## src/core/sgc_consts.vh

```
// Register offsets, field positions and reset values for the global
// configuration bank. Assumes an 8-bit register port with byte offsets.
// What this block does
// - Clock select 00 picks the 31.25 MHz host interface clock rate.
// - Clock select 01 picks the 62.5 MHz host interface clock rate.
// - Clock select 10, bits 7-6 of offset 0x0B, picks 125 MHz; reset 10.
// - A tagged frame's priority is the two-bit map field its tag indexes.
// - Map resets to 00,00,01,01,10,10,11,11 for tags 0 through 7.
// - Bit 7 of 0x0E enables sending unknown frames to masked ports; reset 0.
// - Mask bits 2-0 of 0x0E include ports 3,2,1 when set; reset 111.
// - Bits 7-3 of 0x0F set first PHY address; 00000,11110,11111 invalid.
// - The second PHY address is the first PHY address plus one.
`ifndef SGC_CONSTS_VH
`define SGC_CONSTS_VH
`define SGC_OFS_CLK_SEL 8'h0B
`define SGC_OFS_MAP_LO 8'h0C
`define SGC_OFS_MAP_HI 8'h0D
`define SGC_OFS_UNK_FWD 8'h0E
`define SGC_OFS_PHY_BASE 8'h0F
`define SGC_CLK_SEL_RST 2'h2
`define SGC_CLK_31M 2'h0
`define SGC_CLK_62M 2'h1
`define SGC_CLK_125M 2'h2
`define SGC_CLK_SEL_RSV 6'h08
`define SGC_MAP_LO_RST 8'h50
`define SGC_MAP_HI_RST 8'hFA
`define SGC_UNK_EN_BIT 7
`define SGC_DRIVE_BIT 6
`define SGC_UNK_EN_RST 1'h0
`define SGC_DRIVE_RST 1'h1
`define SGC_UNK_MASK_RST 3'h7
`define SGC_PHY_ADDR_RST 5'h01
`define SGC_PHY_ADDR_BAD0 5'h00
`define SGC_PHY_ADDR_BAD1 5'h1E
`define SGC_PHY_ADDR_BAD2 5'h1F
`endif

```

## src/core/sgc_global_cfg.v

```verilog
// Global configuration registers 0x0B to 0x0F with their decoded outputs.
// Assumes the serial interface hands over byte-wide single-cycle strobes.
`timescale 1ns/100ps
`include "sgc_consts.vh"
module sgc_global_cfg (
    // Clock and reset
    input wire core_clk,
    input wire rstn,
    // Register port from the serial interface
    input wire reg_wr,
    input wire reg_rd,
    input wire [7:0] reg_addr,
    input wire [7:0] reg_wdata,
    output reg [7:0] reg_rdata_ff,
    output reg reg_rvalid_ff,
    output reg reg_hit_ff,
    // Priority lookup for tagged frames
    input wire tag_vld,
    input wire [2:0] tag_pcp,
    output wire prio_vld,
    output wire [1:0] prio,
    // Unknown destination forwarding
    input wire unk_vld,
    output reg unk_vld_ff,
    output reg [2:0] unk_ports_ff,
    // Static configuration outputs
    output reg [1:0] host_clk_sel_ff,
    output reg [2:0] host_clk_ratio_ff,
    output reg drive_16ma_ff,
    output reg [4:0] phy1_addr_ff,
    output reg [4:0] phy2_addr_ff,
    output reg phy_addr_bad_ff
);
    reg [7:0] map_lo_ff;
    reg [7:0] map_hi_ff;
    reg unk_en_ff;
    reg [2:0] unk_mask_ff;
    reg [7:0] nxt_rdata;
    reg nxt_hit;
    reg [2:0] nxt_ratio;

    function is_bad_addr;
        input [4:0] a;
        begin
            is_bad_addr = (a == `SGC_PHY_ADDR_BAD0) ||
                (a == `SGC_PHY_ADDR_BAD1) || (a == `SGC_PHY_ADDR_BAD2);
        end
    endfunction

    // Writes land in one cycle so the next frame sees them
    always @(posedge core_clk or negedge rstn) begin
        if (!rstn) begin
            host_clk_sel_ff <= `SGC_CLK_SEL_RST;
            map_lo_ff <= `SGC_MAP_LO_RST;
            map_hi_ff <= `SGC_MAP_HI_RST;
            unk_en_ff <= `SGC_UNK_EN_RST;
            drive_16ma_ff <= `SGC_DRIVE_RST;
            unk_mask_ff <= `SGC_UNK_MASK_RST;
            phy1_addr_ff <= `SGC_PHY_ADDR_RST;
        end else if (reg_wr) begin
            case (reg_addr)
                `SGC_OFS_CLK_SEL: host_clk_sel_ff <= reg_wdata[7:6];
                `SGC_OFS_MAP_LO: map_lo_ff <= reg_wdata;
                `SGC_OFS_MAP_HI: map_hi_ff <= reg_wdata;
                `SGC_OFS_UNK_FWD: begin
                    unk_en_ff <= reg_wdata[`SGC_UNK_EN_BIT];
                    drive_16ma_ff <= reg_wdata[`SGC_DRIVE_BIT];
                    unk_mask_ff <= reg_wdata[2:0];
                end
                `SGC_OFS_PHY_BASE: phy1_addr_ff <= reg_wdata[7:3];
                default: begin
                end
            endcase
        end
    end

    // Reserved fields read fixed values regardless of what was written
    always @* begin
        nxt_rdata = 8'h00;
        nxt_hit = 1'b1;
        case (reg_addr)
            `SGC_OFS_CLK_SEL: nxt_rdata = {host_clk_sel_ff,
                `SGC_CLK_SEL_RSV};
            `SGC_OFS_MAP_LO: nxt_rdata = map_lo_ff;
            `SGC_OFS_MAP_HI: nxt_rdata = map_hi_ff;
            `SGC_OFS_UNK_FWD: nxt_rdata = {unk_en_ff, drive_16ma_ff,
                3'h0, unk_mask_ff};
            `SGC_OFS_PHY_BASE: nxt_rdata = {phy1_addr_ff, 3'h0};
            default: nxt_hit = 1'b0;
        endcase
    end

    // Divide of the 125 MHz base: 1, 2 or 4; unused code falls back to 1
    always @* begin
        case (host_clk_sel_ff)
            `SGC_CLK_31M: nxt_ratio = 3'h4;
            `SGC_CLK_62M: nxt_ratio = 3'h2;
            `SGC_CLK_125M: nxt_ratio = 3'h1;
            default: nxt_ratio = 3'h1;
        endcase
    end

    always @(posedge core_clk or negedge rstn) begin
        if (!rstn) begin
            reg_rdata_ff <= 8'h00;
            reg_rvalid_ff <= 1'b0;
            reg_hit_ff <= 1'b0;
            unk_vld_ff <= 1'b0;
            unk_ports_ff <= 3'h0;
            host_clk_ratio_ff <= 3'h1;
            phy2_addr_ff <= 5'h02;
            phy_addr_bad_ff <= 1'b0;
        end else begin
            reg_rvalid_ff <= reg_rd;
            if (reg_rd) begin
                reg_rdata_ff <= nxt_rdata;
                reg_hit_ff <= nxt_hit;
            end
            unk_vld_ff <= unk_vld;
            // Disabled: all ports flood, as without the feature
            if (unk_vld) begin
                unk_ports_ff <= unk_en_ff ? unk_mask_ff : 3'h7;
            end
            host_clk_ratio_ff <= nxt_ratio;
            phy2_addr_ff <= phy1_addr_ff + 5'h01;
            phy_addr_bad_ff <= is_bad_addr(phy1_addr_ff);
        end
    end

    sgc_prio_lookup u_prio (
        .core_clk(core_clk),
        .rstn(rstn),
        .prio_map({map_hi_ff, map_lo_ff}),
        .tag_vld(tag_vld),
        .tag_pcp(tag_pcp),
        .prio_vld_ff(prio_vld),
        .prio_ff(prio)
    );
endmodule

```

## src/core/sgc_prio_lookup.v

```verilog
// Registered 802.1p tag to priority lookup.
// Assumes the map bytes come straight from the register bank.
`timescale 1ns/100ps
module sgc_prio_lookup (
    // Clock and reset
    input wire core_clk,
    input wire rstn,
    // Map and request
    input wire [15:0] prio_map,
    input wire tag_vld,
    input wire [2:0] tag_pcp,
    // Result
    output reg prio_vld_ff,
    output reg [1:0] prio_ff
);
    wire [1:0] nxt_prio;
    // Fields pack from bit 0 upward, two bits per tag
    assign nxt_prio = prio_map[{tag_pcp, 1'b0} +: 2];

    always @(posedge core_clk or negedge rstn) begin
        if (!rstn) begin
            prio_vld_ff <= 1'b0;
            prio_ff <= 2'h0;
        end else begin
            prio_vld_ff <= tag_vld;
            if (tag_vld) begin
                prio_ff <= nxt_prio;
            end
        end
    end
endmodule

```

## config.mk

```make
export PLATFORM = sky130hd
export DESIGN_NAME = sgc_global_cfg
export DESIGN_NICKNAME = d
export VERILOG_FILES = /design/src/core/sgc_global_cfg.v /design/src/core/sgc_prio_lookup.v
export VERILOG_INCLUDE_DIRS = /design/src /design/src/core
export SDC_FILE = /design/constraint.sdc
export NUM_CORES = 1
export LEC_CHECK = 0
export ABC_CLOCK_PERIOD_IN_PS = 1800
export BUFFER_PORTS_ARGS = -buffer_cell sky130_fd_sc_hd__buf_4
export CAP_MARGIN = 15
export CELL_PAD_IN_SITES_DETAIL_PLACEMENT = 1
export CELL_PAD_IN_SITES_GLOBAL_PLACEMENT = 1
export CORE_ASPECT_RATIO = 2
export CORE_UTILIZATION = 43
export CTS_CLUSTER_DIAMETER = 120
export DETAILED_ROUTE_END_ITERATION = 6
export PLACE_DENSITY_LB_ADDON = 0.1
export RECOVER_POWER = 100
export SLEW_MARGIN = 0
export SYNTH_ARGS = -nofsm -noshare
export SYNTH_HDL_FRONTEND = slang
export SYNTH_HIERARCHICAL = 1
export SYNTH_SLANG_ARGS = --single-unit
```

## constraint.sdc

```tcl
create_clock -name core_clk -period 1.8 [get_ports core_clk]
set_input_delay 0.27 -clock core_clk [delete_from_list [all_inputs] [get_ports core_clk]]
set_output_delay 0.27 -clock core_clk [all_outputs]
set_load 0.02 [all_outputs]
```

* Word level (Yosys, flattened, before mapping)
Index checks and enable logic that the tools add are counted.
W data, S select, Z words.
** Storage, ports and cells
- Register bits :: 54
- Input port bits :: 25
** Operators by class
- Add/subtract/negate cells :: 1
- Eq/ne operators :: 8
- Shift operators :: 1
- Mux-type cells :: 4
- Reduce and logical (&&, ||, !) cells :: 10
** Operators with widths (number)
- $eq A8 B4 Y1 const B :: 5
- $pmux W8 S5 :: 1
- $shiftx A16 B5 Y2 :: 1
- $eq A5 B5 Y1 const B :: 2
- $reduce_and A2 Y1 :: 5
- $pmux W3 S2 :: 1
- $add A5 B1 Y5 const B :: 1
- $logic_not A5 Y1 :: 1
- $reduce_or A5 Y1 :: 1
- $mux W3 :: 1
- $eq A2 B1 Y1 const B :: 1
- $logic_not A2 Y1 :: 1
- $logic_or A1 B1 Y1 :: 2
- $mux W1 :: 1

* Longest topological paths before layout
Gate-level depths: netlist (run 1).
- Depth in word-level cells :: 3
- Mapped depth :: 5
- Gate-level depth less buffers :: 5

* By module
Netlist (run 1), hierarchy kept.
** Modules (own cells, without submodules)
- sgc_global_cfg :: instances 1, cells an instance 172, area an instance 2324.7 sq um
- sgc_prio_lookup :: instances 1, cells an instance 18, area an instance 239.0 sq um

* Worst setup path before layout (run 1)
Ideal clock, no wire load.
- Path kind :: register to register
- From :: reg phy1_addr_ff[1]
- To :: reg phy_addr_bad_ff
- Setup time :: 135 ps
- Data arrival time :: 1288 ps
- Data required time :: 1665 ps
- Slack :: 377 ps
- Stages on the path, launching flop included :: 6
- Path buffers :: 0
- Clock period less this slack :: 1423 ps
- Cell sequence :: dfrtp_1 -> ha_1 -> and3_1 -> ha_1 -> a41oi_1 -> o41ai_1
** On the way
- Longest elaborated chain between the ends :: 3
- Elaborated cells on any way between the ends :: 5
- Those cells by class :: 2 x eq/ne; 3 x reduce/logical
** RTL lines
- start: declaration :: RTL line sgc_global_cfg.v:30 : output reg [4:0] phy1_addr_ff,
- start signal: assignment :: RTL line sgc_global_cfg.v:59 : phy1_addr_ff <= `SGC_PHY_ADDR_RST;
- start signal: assignment :: RTL line sgc_global_cfg.v:70 : `SGC_OFS_PHY_BASE: phy1_addr_ff <= reg_wdata[7:3];
- $eq A5 B5 Y1 (no source line) or $logic_not A5 Y1 (tied branches)
- $logic_or A1 B1 Y1 :: RTL line sgc_global_cfg.v:45 : is_bad_addr = (a == `SGC_PHY_ADDR_BAD0) ||
- $logic_or A1 B1 Y1 (*) :: RTL line sgc_global_cfg.v:45
- end signal: assignment :: RTL line sgc_global_cfg.v:126 : phy_addr_bad_ff <= is_bad_addr(phy1_addr_ff);
- end: declaration :: RTL line sgc_global_cfg.v:32 : output reg phy_addr_bad_ff
Every way passes the cells marked *; elsewhere a longest branch is shown, timed or not.
A chain may end at the register's enable or synchronous reset.

* Worst setup path in the final report (run 1)
- From :: in reg_addr[7]
- To :: reg map_hi_ff[4]
** On the way
- Longest elaborated chain between the ends :: 2
** RTL lines
- start: declaration :: RTL line sgc_global_cfg.v:12 : input wire [7:0] reg_addr,
- $eq A8 B4 Y1 :: RTL line sgc_global_cfg.v:61 : case (reg_addr)
- $reduce_and A2 Y1 (no source line)
- end signal: assignment :: RTL line sgc_global_cfg.v:55 : map_hi_ff <= `SGC_MAP_HI_RST;
- end signal: assignment :: RTL line sgc_global_cfg.v:64 : `SGC_OFS_MAP_HI: map_hi_ff <= reg_wdata;
- end: declaration :: RTL line sgc_global_cfg.v:35 : reg [7:0] map_hi_ff;
No other way between the ends.

==> run metrics, run 1 <==
number of setup buffers added after CTS 0; Hold Slack 148 ps; Post-layout nets 279; initial drt markers 44; Top Metal Used met4; die area 6290 sq um; met3 WL between 150 and 200 um; CTS tree done; Crit. Startpoint reg_addr[7]; CP arrival 1760 ps; Tot GR Track Use a little over a fifth; share of cells above drive strength 1 27.5%; Fin Clk Skew between 7 and 8 ps; final WL 5950 um; syn_nets 219; core area 5710 sq um; final RePlAce weighted congestion 0.758; Initial Util 44.9%; sequential fraction of the synthesis area 53.5%; met2 routed WL 3410 um; FF-to-FF path depth 5; CTS sink cnt 54; Worst path max stage delay 490 ps; Final setup viols 0; Synth Warn # 6; Pint 0.00195 W; Clk pwr share between 30% and 40%; post-CTS sizing 0; Max VDD drop 1020 uV; Cell Count, Final, Fillers Out between 300 and 400; Boundary Pins between 50 and 60; Critical Path, Cell by Cell clkbuf_4, nor2_1, clkbuf_1, nand4_1, mux2_1; count of pins over their slew limit 0; pin count of the biggest net entering global routing 55; CP startpoint kind primary input; worst-skew pair later-pin latency about 290 ps; mean post-synth cell area 13.5 sq um; NetSw 0.000625 W; Fmax 649 MHz; first-pass GRT wire length 9890 um; initial antenna violation count 0; Area Overhead vs Synth 16.3%; Via Count 1732; hpwl dp about 4400 um; hold depth 1; WL/cell 19.1 um; Synth Cell Area 2560 sq um; number of global-route vias before repair 1825; die height roughly 110 um; Layout fillers around 620; Critical Path End Type flop; Pwr Density 863 nW/um^2; flop2flop setup slack approximately 380 ps; maxcap violations 0; Crit path max-delay family simple AND/OR/NAND/NOR gates; combinational power share 11.1%; slew margin rel. 12.5%; Worst Path Class, Setup in2reg; Num CTS Buffers 5; status complete, no violations; DRC errors left 0; Seq pwr share 51.3%; Reg area approximately 1400 sq um; met1 WL approximately 2300 um; Critical Path Sink map_hi_ff[4]; buffers and inverters on the worst path 2; leakage around 1.4 nW; Worst-Margin Slew about 1300 ps; cell row count 39; Slowest-stage cell, CP mux2_1; Reg2Reg Launch Point phy1_addr_ff[0]; worst endpoint required time 2020 ps; Crit path depth 5; # diodes 0; RSZ-0062 raised after global routing false; r2r endpoint phy_addr_bad_ff; final period utilization 85.6%; Remaining Overflow, GRT 0; min Tclk post-route ~1500 ps; switching power share of the total between 20% and 30%; H-tree depth 2; buffers added on ports 58; Vias per Instance 5.55; CTS clock-pin slew for the worst setup and hold paths 70 ps; Post-Syn Instances 190; post-placement cell count approximately 300; flops & latches, synth 54; path category of the worst min-delay check in2reg; post-route ant nets 0; Final Hold Viols 0; commonest cells after routing, fill and taps aside 38 x clkbuf_1, 38 x dfrtp_1, 26 x mux2_2; Pre-antenna DRT Iters 5; Netlist cell types 39; CTS Hold Buffers Added 0; worst-case clock buffer depth 2; Multi-input gate area ~1000 sq um; Die W 56.6 um; Max FO, Critical Path 8; setup tns final 0 ps; clk root buf clkbuf_16
[power by group through the flow]
stage	Combinational [W]	Clock, W	Sequential (W)
floorplan	0.000124	0	0.00138
global placement	0.000333	0	0.00135
detailed placement	0.000338	0	0.00135
CTS	0.000339	0.000995	0.00133
global route	0.000315	0.00104	0.00133
finish	0.000287	0.000967	0.00132
[registers in the layout, summed over array words and instances, names as in the netlist]
| register | count |
|---|---|
| map_hi_ff | 8 |
| map_lo_ff | 8 |
| reg_rdata_ff | 8 |
| phy1_addr_ff | 5 |
| phy2_addr_ff | 5 |
| host_clk_ratio_ff | 3 |
| unk_mask_ff | 3 |
| unk_ports_ff | 3 |
| host_clk_sel_ff | 2 |
| u_prio/prio_ff | 2 |
| drive_16ma_ff | 1 |
| phy_addr_bad_ff | 1 |
| reg_hit_ff | 1 |
| reg_rvalid_ff | 1 |
| u_prio/prio_vld_ff | 1 |
| unk_en_ff | 1 |
| unk_vld_ff | 1 |
[cells by family after synthesis]
kind of cell / after synthesis / share of synthesized area, %
DFF: 54 / 53.5
buffers and inverters: 24 / 4.64
muxes: 50 / 23.4
AOI/OAI and AO/OA: 29 / 8.00
adders and majority gates: 4 / 1.95
xor gates and xnor gates: 2 / 0.683
and+or+nand+nor: 27 / 7.86
[worst min path at each step]
stage                  from                    to  slack, ps
global route        tag_vld    u_prio/prio_vld_ff        170
floorplan              rstn  host_clk_ratio_ff[1]        -30
CTS                    rstn       reg_rdata_ff[2]         30
global placement       rstn       reg_rdata_ff[2]        350
finish              tag_vld    u_prio/prio_vld_ff        150
detailed placement     rstn       reg_rdata_ff[0]        350
[through the flow]
| stage | cell area, sq um | setup slack [ps] | total power [W] | util [%] |
|---|---|---|---|---|
| after global placement | 3040 | 239 | 0.00168 | 53.2 |
| after CTS | 3190 | 414 | 0.00266 | 55.8 |
| after detailed placement | 3040 | 222 | 0.00169 | 53.2 |
| after floorplan | 2560 | 377 | 0.00150 | - |
| after global routing | 2980 | 184 | 0.00268 | 52.2 |
| final | 2980 | 259 | 0.00257 | 52.2 |
[Yosys cell counts, drive strengths merged]
master   count  share of area [%]
mux2i       13                5.1
xnor2        1               0.34
nand3        5               0.98
nand4        2                1.1
a22oi        2               0.59
nor2         6               0.88
inv         16                2.3
a21o         3               0.93
nor2b        4               0.98
and4bb       1               0.63
dfrtp       38                 37
and4b        1               0.39
a31oi        3               0.73
a21oi        4               0.78
dfstp       16                 16
o211ai       2               0.59
and3         3               0.73
nor4         1               0.83
o22ai        6                1.5
clkbuf       2               0.29
and4         1               0.44
a41oi        3                1.0
and3b        1               0.34
a32oi        1               0.34
and2b        1               0.29
mux2        35                 17
ha           4                2.0
mux4         2                1.8
buf          6                2.0
xor2         1               0.34
a2bb2oi      3                1.0
o41ai        1               0.34
or2b         1               0.29
o21ai        1               0.20
[per-layer routing]
| metal | track usage, % | up-vias |
|---|---|---|
| li1 | - | 807 |
| met1 | 24.4 | 876 |
| met2 | 38.2 | 42 |
| met3 | 3.85 | 7 |
| met4 | 7.80 | 0 |
| met5 | 0 | - |
[cell type report]
class,instances,area share (%)
Multi-Input combinational cell,112,33.9
Clock buffer,7,4.78
Tap cell,61,2.56
Inverter,16,2.01
Clock inverter,1,0.168
Timing Repair Buffer,61,10.6
Sequential cell,54,46.0
Note: power is estimated with default switching activity, not from simulation.
==> run 2, diff against run 1 <==
ABC_AREA = 1   (was not set)
CORE_UTILIZATION = 40   (was 43)
==> run metrics, run 2 <==
adder-cell share of the synthesized area 1.91%; H-tree depth 2; largest family of logic cells by synthesized area simple AND/OR/NAND/NOR gates; r2r endpoint phy2_addr_ff[4]; mux contribution to synthesized area 0%; commonest cells after routing, fill and taps aside 99 x nand2_1, 38 x nand3_1, 38 x dfrtp_1; Critical Path End Type output port; hpwl dp 5600 um; biggest area consumer among synthesized cells dfrtp_1; Area contributors post-synth dfrtp_1 36%, dfstp_2 16%, nand2_1 14%, nand3_1 7.3%, o21ai_2 5.3%; Reg area ~1400 sq um; Via Count 2244; flop2flop setup slack 400 ps; Multi-input gate area 977 sq um; post-route cell area 3080 sq um; worst endpoint required time 1530 ps; final period utilization 81.2%; buffers and inverters on the worst path 1; Synth Warn # 6; die height 116 um; die area 6900 sq um; min Tclk post-route 1460 ps; path category of the worst min-delay check in2reg; flops & latches, synth 54; Crit path max-delay family flip-flops; setup tns final 0 ps; Seq pwr share 48.5%; post-synthesis compound-gate area fraction 8.79%; xor/xnor share of the synthesized area less than 1%; Clk pwr share 39.0%; # diodes 0; switching power share of the total 26.5%; number of setup buffers added after CTS 0; syn_nets approximately 330; synth cell count leaders 97 x nand2_1, 38 x dfrtp_1, 38 x nand3_1, 30 x inv_1; initial antenna violation count 0; DRC errors left 0; share of Yosys cell area claimed by the top area cell type 36.3%; Synth Cell Area 2620 sq um; Remaining Overflow, GRT 0; count of pins over their slew limit 0; number of global-route vias before repair 2420; FF-to-FF path depth 4; Layout fillers 831; Top FF cell, synth dfrtp_1; mean post-synth cell area 8.59 sq um; Boundary Pins 59; worst-skew pair later-pin latency 300 ps; asr flop ratio synth 100%; post-route ant nets 0; Vias per Instance approximately 5.0; Worst path max stage delay between 600 and 700 ps; Post-synth EDFFs 0; Slowest-stage cell, CP dfstp_1; status complete, no violations; Worst Path Class, Setup reg2out; simple-gate share of the synthesized area between 20% and 30%; leakage between 1.5 and 2 nW; NetSw 0.000751 W; CP startpoint kind flop; final RePlAce weighted congestion 0.889; initial drt markers 87; CTS clock-pin slew for the worst setup and hold paths 70 ps; CTS tree done; Pre-antenna DRT Iters 4; worst-case clock buffer depth 2; Post-layout nets about 400; Top Metal Used met4; Pwr Density slightly above 900 nW/um^2; Crit. Startpoint phy1_addr_ff[0]; met2 routed WL 4210 um; Post-Syn Instances about 300; Worst-Margin Slew 1360 ps; Final setup viols 0; Die W between 50 and 60 um; maxcap violations 0; pin count of the biggest net entering global routing 55; first-pass GRT wire length 11900 um; Critical Path Sink phy1_addr_ff[0]; Crit path depth 1; slew margin rel. 9.04%; sequential fraction of the synthesis area 52.3%; Num CTS Buffers 5; Pint 0.00208 W; Max FO, Critical Path 5; Max VDD drop 693 uV; Netlist cell types 27; CTS sink cnt 54; RSZ-0062 raised after global routing false; largest registers map_hi_ff (8), map_lo_ff (8), reg_rdata_ff (8); Area after DPL 3110 sq um; cell row count between 40 and 50; share of cells above drive strength 1 around 16%; CP arrival about 1200 ps; final WL between 7000 and 8000 um; post-CTS sizing 0; CTS Hold Buffers Added 0; Tot GR Track Use between 20% and 30%; Fin Clk Skew 9.00 ps; WL/cell 16.2 um; Initial Util 41.5%; core area 6310 sq um; combinational power share 12.6%; top-count cell post-synth nand2_1; buffers added on ports a little under 60; Reg2Reg Launch Point phy1_addr_ff[0]; met1 WL about 2500 um; Critical Path, Cell by Cell clkbuf_1; commonest non-fill, non-tap cell in the layout nand2_1; Fmax just under 700 MHz; Area Overhead vs Synth 17.7%; clk root buf clkbuf_16; Final Hold Viols 0; met3 WL 238 um
-- run 2: metal layers --
layer	up-vias	GRT usage, %
met5	-	0
met4	0	15.4
li1	1078	-
met1	1076	24.0
met3	23	3.21
met2	67	44.0
-- run 2: power groups by stage --
stage	logic [W]	registers [W]	clock network, W
floorplan	0.000144	0.00145	0
global placement	0.000416	0.00140	0
detailed placement	0.000425	0.00140	0
CTS	0.000429	0.00138	0.00114
global route	0.000400	0.00138	0.00117
finish	0.000356	0.00137	0.00110
-- run 2: area by class of cell --
type / count / area share (%)
clock buffers: 6 / 4.18
clock inverters: 2 / 1.26
inverters: 39 / 5.03
multi-input cells: 205 / 31.7
flip-flops and latches: 54 / 44.5
well taps: 86 / 3.49
repair buffers: 59 / 9.90
-- run 2: cell families (layout without fill, tap and decap cells) --
logic type,count (synthesis),count (layout)
AOI/OAI and AO/OA,34,34
adders and majority gates,4,4
buffers and inverters,46,106
xor gates and xnor gates,2,2
DFF,54,54
and+or+nand+nor,165,165
-- run 2: metrics by stage --
step / setup WS, ps / hold WS [ps] / utilization, % / total power, W / cells
after CTS: 465 / 40.3 / 52.0 / 0.00294 / 451
final: 339 / 149 / 48.9 / 0.00283 / 451
after detailed placement: 290 / 359 / 49.3 / 0.00182 / 443
after floorplan: 519 / -25.6 / - / 0.00160 / 305
after global routing: 293 / 161 / 48.9 / 0.00295 / 451
after global placement: 355 / 352 / 49.3 / 0.00181 / 443
-- run 2: worst min path at each step --
stage	slack [ps]	start	cells past startpoint	to
floorplan	-30	rstn	0	host_clk_ratio_ff[1]
global placement	350	rstn	1	reg_rvalid_ff
global route	160	tag_vld	1	u_prio/prio_vld_ff
detailed placement	360	rstn	1	reg_rvalid_ff
finish	150	tag_vld	1	u_prio/prio_vld_ff
CTS	40	rstn	1	phy1_addr_ff[3]
==> run 3, diff against run 2 <==
ABC_AREA = 0   (was 1)
ABC_CLOCK_PERIOD_IN_PS = 1400   (was 1800)
CORE_UTILIZATION = 43   (was 40)
clock period = 1.4 ns   (was 1.8 ns; I/O delays follow)
==> run metrics, run 3 (synthesized netlist as in run 1, its figures left out) <==
CTS tree done; initial antenna violation count 0; Tot GR Track Use a little over a fifth; sink of the worst hold path u_prio/prio_vld_ff; CTS clock-pin slew for the worst setup and hold paths around 70 ps; Multi-input gate area 1030 sq um; commonest cells after routing, fill and taps aside 40 x clkbuf_1, 37 x dfrtp_1, 30 x buf_4; post-placement cell count 318; count of pins over their slew limit 0; core area 5710 sq um; r2r endpoint reg_rdata_ff[4]; utilization after layout 54.9%; worst endpoint required time 1560 ps; clk root buf clkbuf_16; Critical Path End Type flop; buffers and inverters on the worst path 1; WL/cell 19.7 um; Reg2Reg Launch Point phy1_addr_ff[1]; Worst-Margin Slew 711 ps; number of global-route vias before repair roughly 1900; buffers added on ports 58; number of setup buffers added after CTS 0; first-pass GRT wire length 10100 um; worst-skew pair later-pin latency 290 ps; CTS sink cnt 54; Final setup viols 0; commonest non-fill, non-tap cell in the layout clkbuf_1; Crit path max-delay family flip-flops; Post-layout nets 294; initial drt markers 39; leakage 1.45 nW; Boundary Pins ~60; CP arrival 1530 ps; Slowest-stage cell, CP dfrtp_2; FF-to-FF path depth 4; final RePlAce weighted congestion 0.790; path category of the worst min-delay check in2reg; hold path startpoint tag_vld; H-tree depth 2; Fin Clk Skew 4.18 ps; final WL 6430 um; global routing's busiest layer met2; Final Hold Viols 0; Critical Path, Cell by Cell clkbuf_1, mux2_2, a22oi_1, o22ai_1; Die W 56.6 um; setup tns final 0 ps; Max FO, Critical Path 6; Pre-antenna DRT Iters 4; Worst path max stage delay 400 ps; slew margin rel. roughly 53%; hpwl dp 4770 um; post-route ant nets 0; Vias per Instance 5.53; DRC errors left 0; Initial Util 44.9%; GR Util met3 4.20%; met2 usage in global routing 38.7%; Cell Count, Final, Fillers Out 327; # diodes 0; Area Overhead vs Synth 22.2%; die area 6290 sq um; final period utilization 98.1%; Fmax 728 MHz; share of cells above drive strength 1 ~33%; maxcap violations 0; CP startpoint kind flop; status complete, no violations; Remaining Overflow, GRT 0; Num CTS Buffers 5; worst-case clock buffer depth 2; Pwr Density roughly 1100 nW/um^2; cell row count 39; RSZ-0062 raised after global routing false; largest registers map_hi_ff (8), map_lo_ff (8), reg_rdata_ff (8); Reg area 1370 sq um; Layout fillers 608; hold depth 1; Max VDD drop 1010 uV; pin count of the biggest net entering global routing 44; min Tclk post-route around 1400 ps; GR Util met1 22.8%; flop2flop setup slack 30 ps; die height 111 um; Worst Path Class, Setup reg2reg; Via Count 1807
==> run 3: cell count changes in the layout (fill, tap and decap cells not counted), sizes merged, moves of 4 or more <==
cell,change
nand2,-103
mux2,+35
nand3,-34
o21ai,-30
inv,-21
mux2i,+13
buf,+10
nor2,-10
o22ai,+6
clkbuf,+5
nor2b,+4
==> run 3: worst max-delay path by stage <==
stage	cells past startpoint	slack (ps)	startpoint	endpoint
floorplan	5	20	phy1_addr_ff[1]	phy_addr_bad_ff
global placement	4	-90	reg_addr[4]	map_lo_ff[1]
detailed placement	4	-110	reg_addr[4]	map_lo_ff[3]
CTS	5	10	phy1_addr_ff[1]	phy_addr_bad_ff
global route	4	7	phy1_addr_ff[1]	reg_rdata_ff[4]
finish	4	30	phy1_addr_ff[1]	reg_rdata_ff[4]
==> run 3: what timing repair did <==
action,CTS,global route
endpoints found under the hold margin,11,0
hold buffers,1,0
resized for setup,0,1
endpoints found under the setup margin,0,1
==> run 3: power breakdown <==
| part | internal [W] | switching (W) |
|---|---|---|
| Combinational | 0.000178 | 0.000233 |
| Sequential | 0.00165 | 0.0000537 |
| Clock | 0.000838 | 0.000558 |
==> run 3: per-stage QoR <==
step                setup slack (ps)  power (W)  area, sq um  hold slack [ps]
detailed placement              -113    0.00220         3160             63.1
finish                          26.3    0.00351         3130              108
global placement               -94.4    0.00219         3160             61.9
global route                    6.91    0.00364         3130              113
CTS                             11.8    0.00362         3330             52.9
floorplan                       20.3    0.00193         2560            -85.6
==> run 3: final cells by class <==
type	count	area share [%]
clock inverter	3	1.28
multi-input combinational	112	32.7
clock buffer	5	3.99
timing repair buffer	76	13.8
sequential	54	43.8
tap	61	2.44
inverter	16	1.92
==> run 3: per-layer routing <==
layer / part of all wire (%) / up-vias
met5: 0 / -
met3: 3.3 / 14
met2: 57 / 40
met4: 3.0 / 0
li1: - / 836
met1: 36 / 917
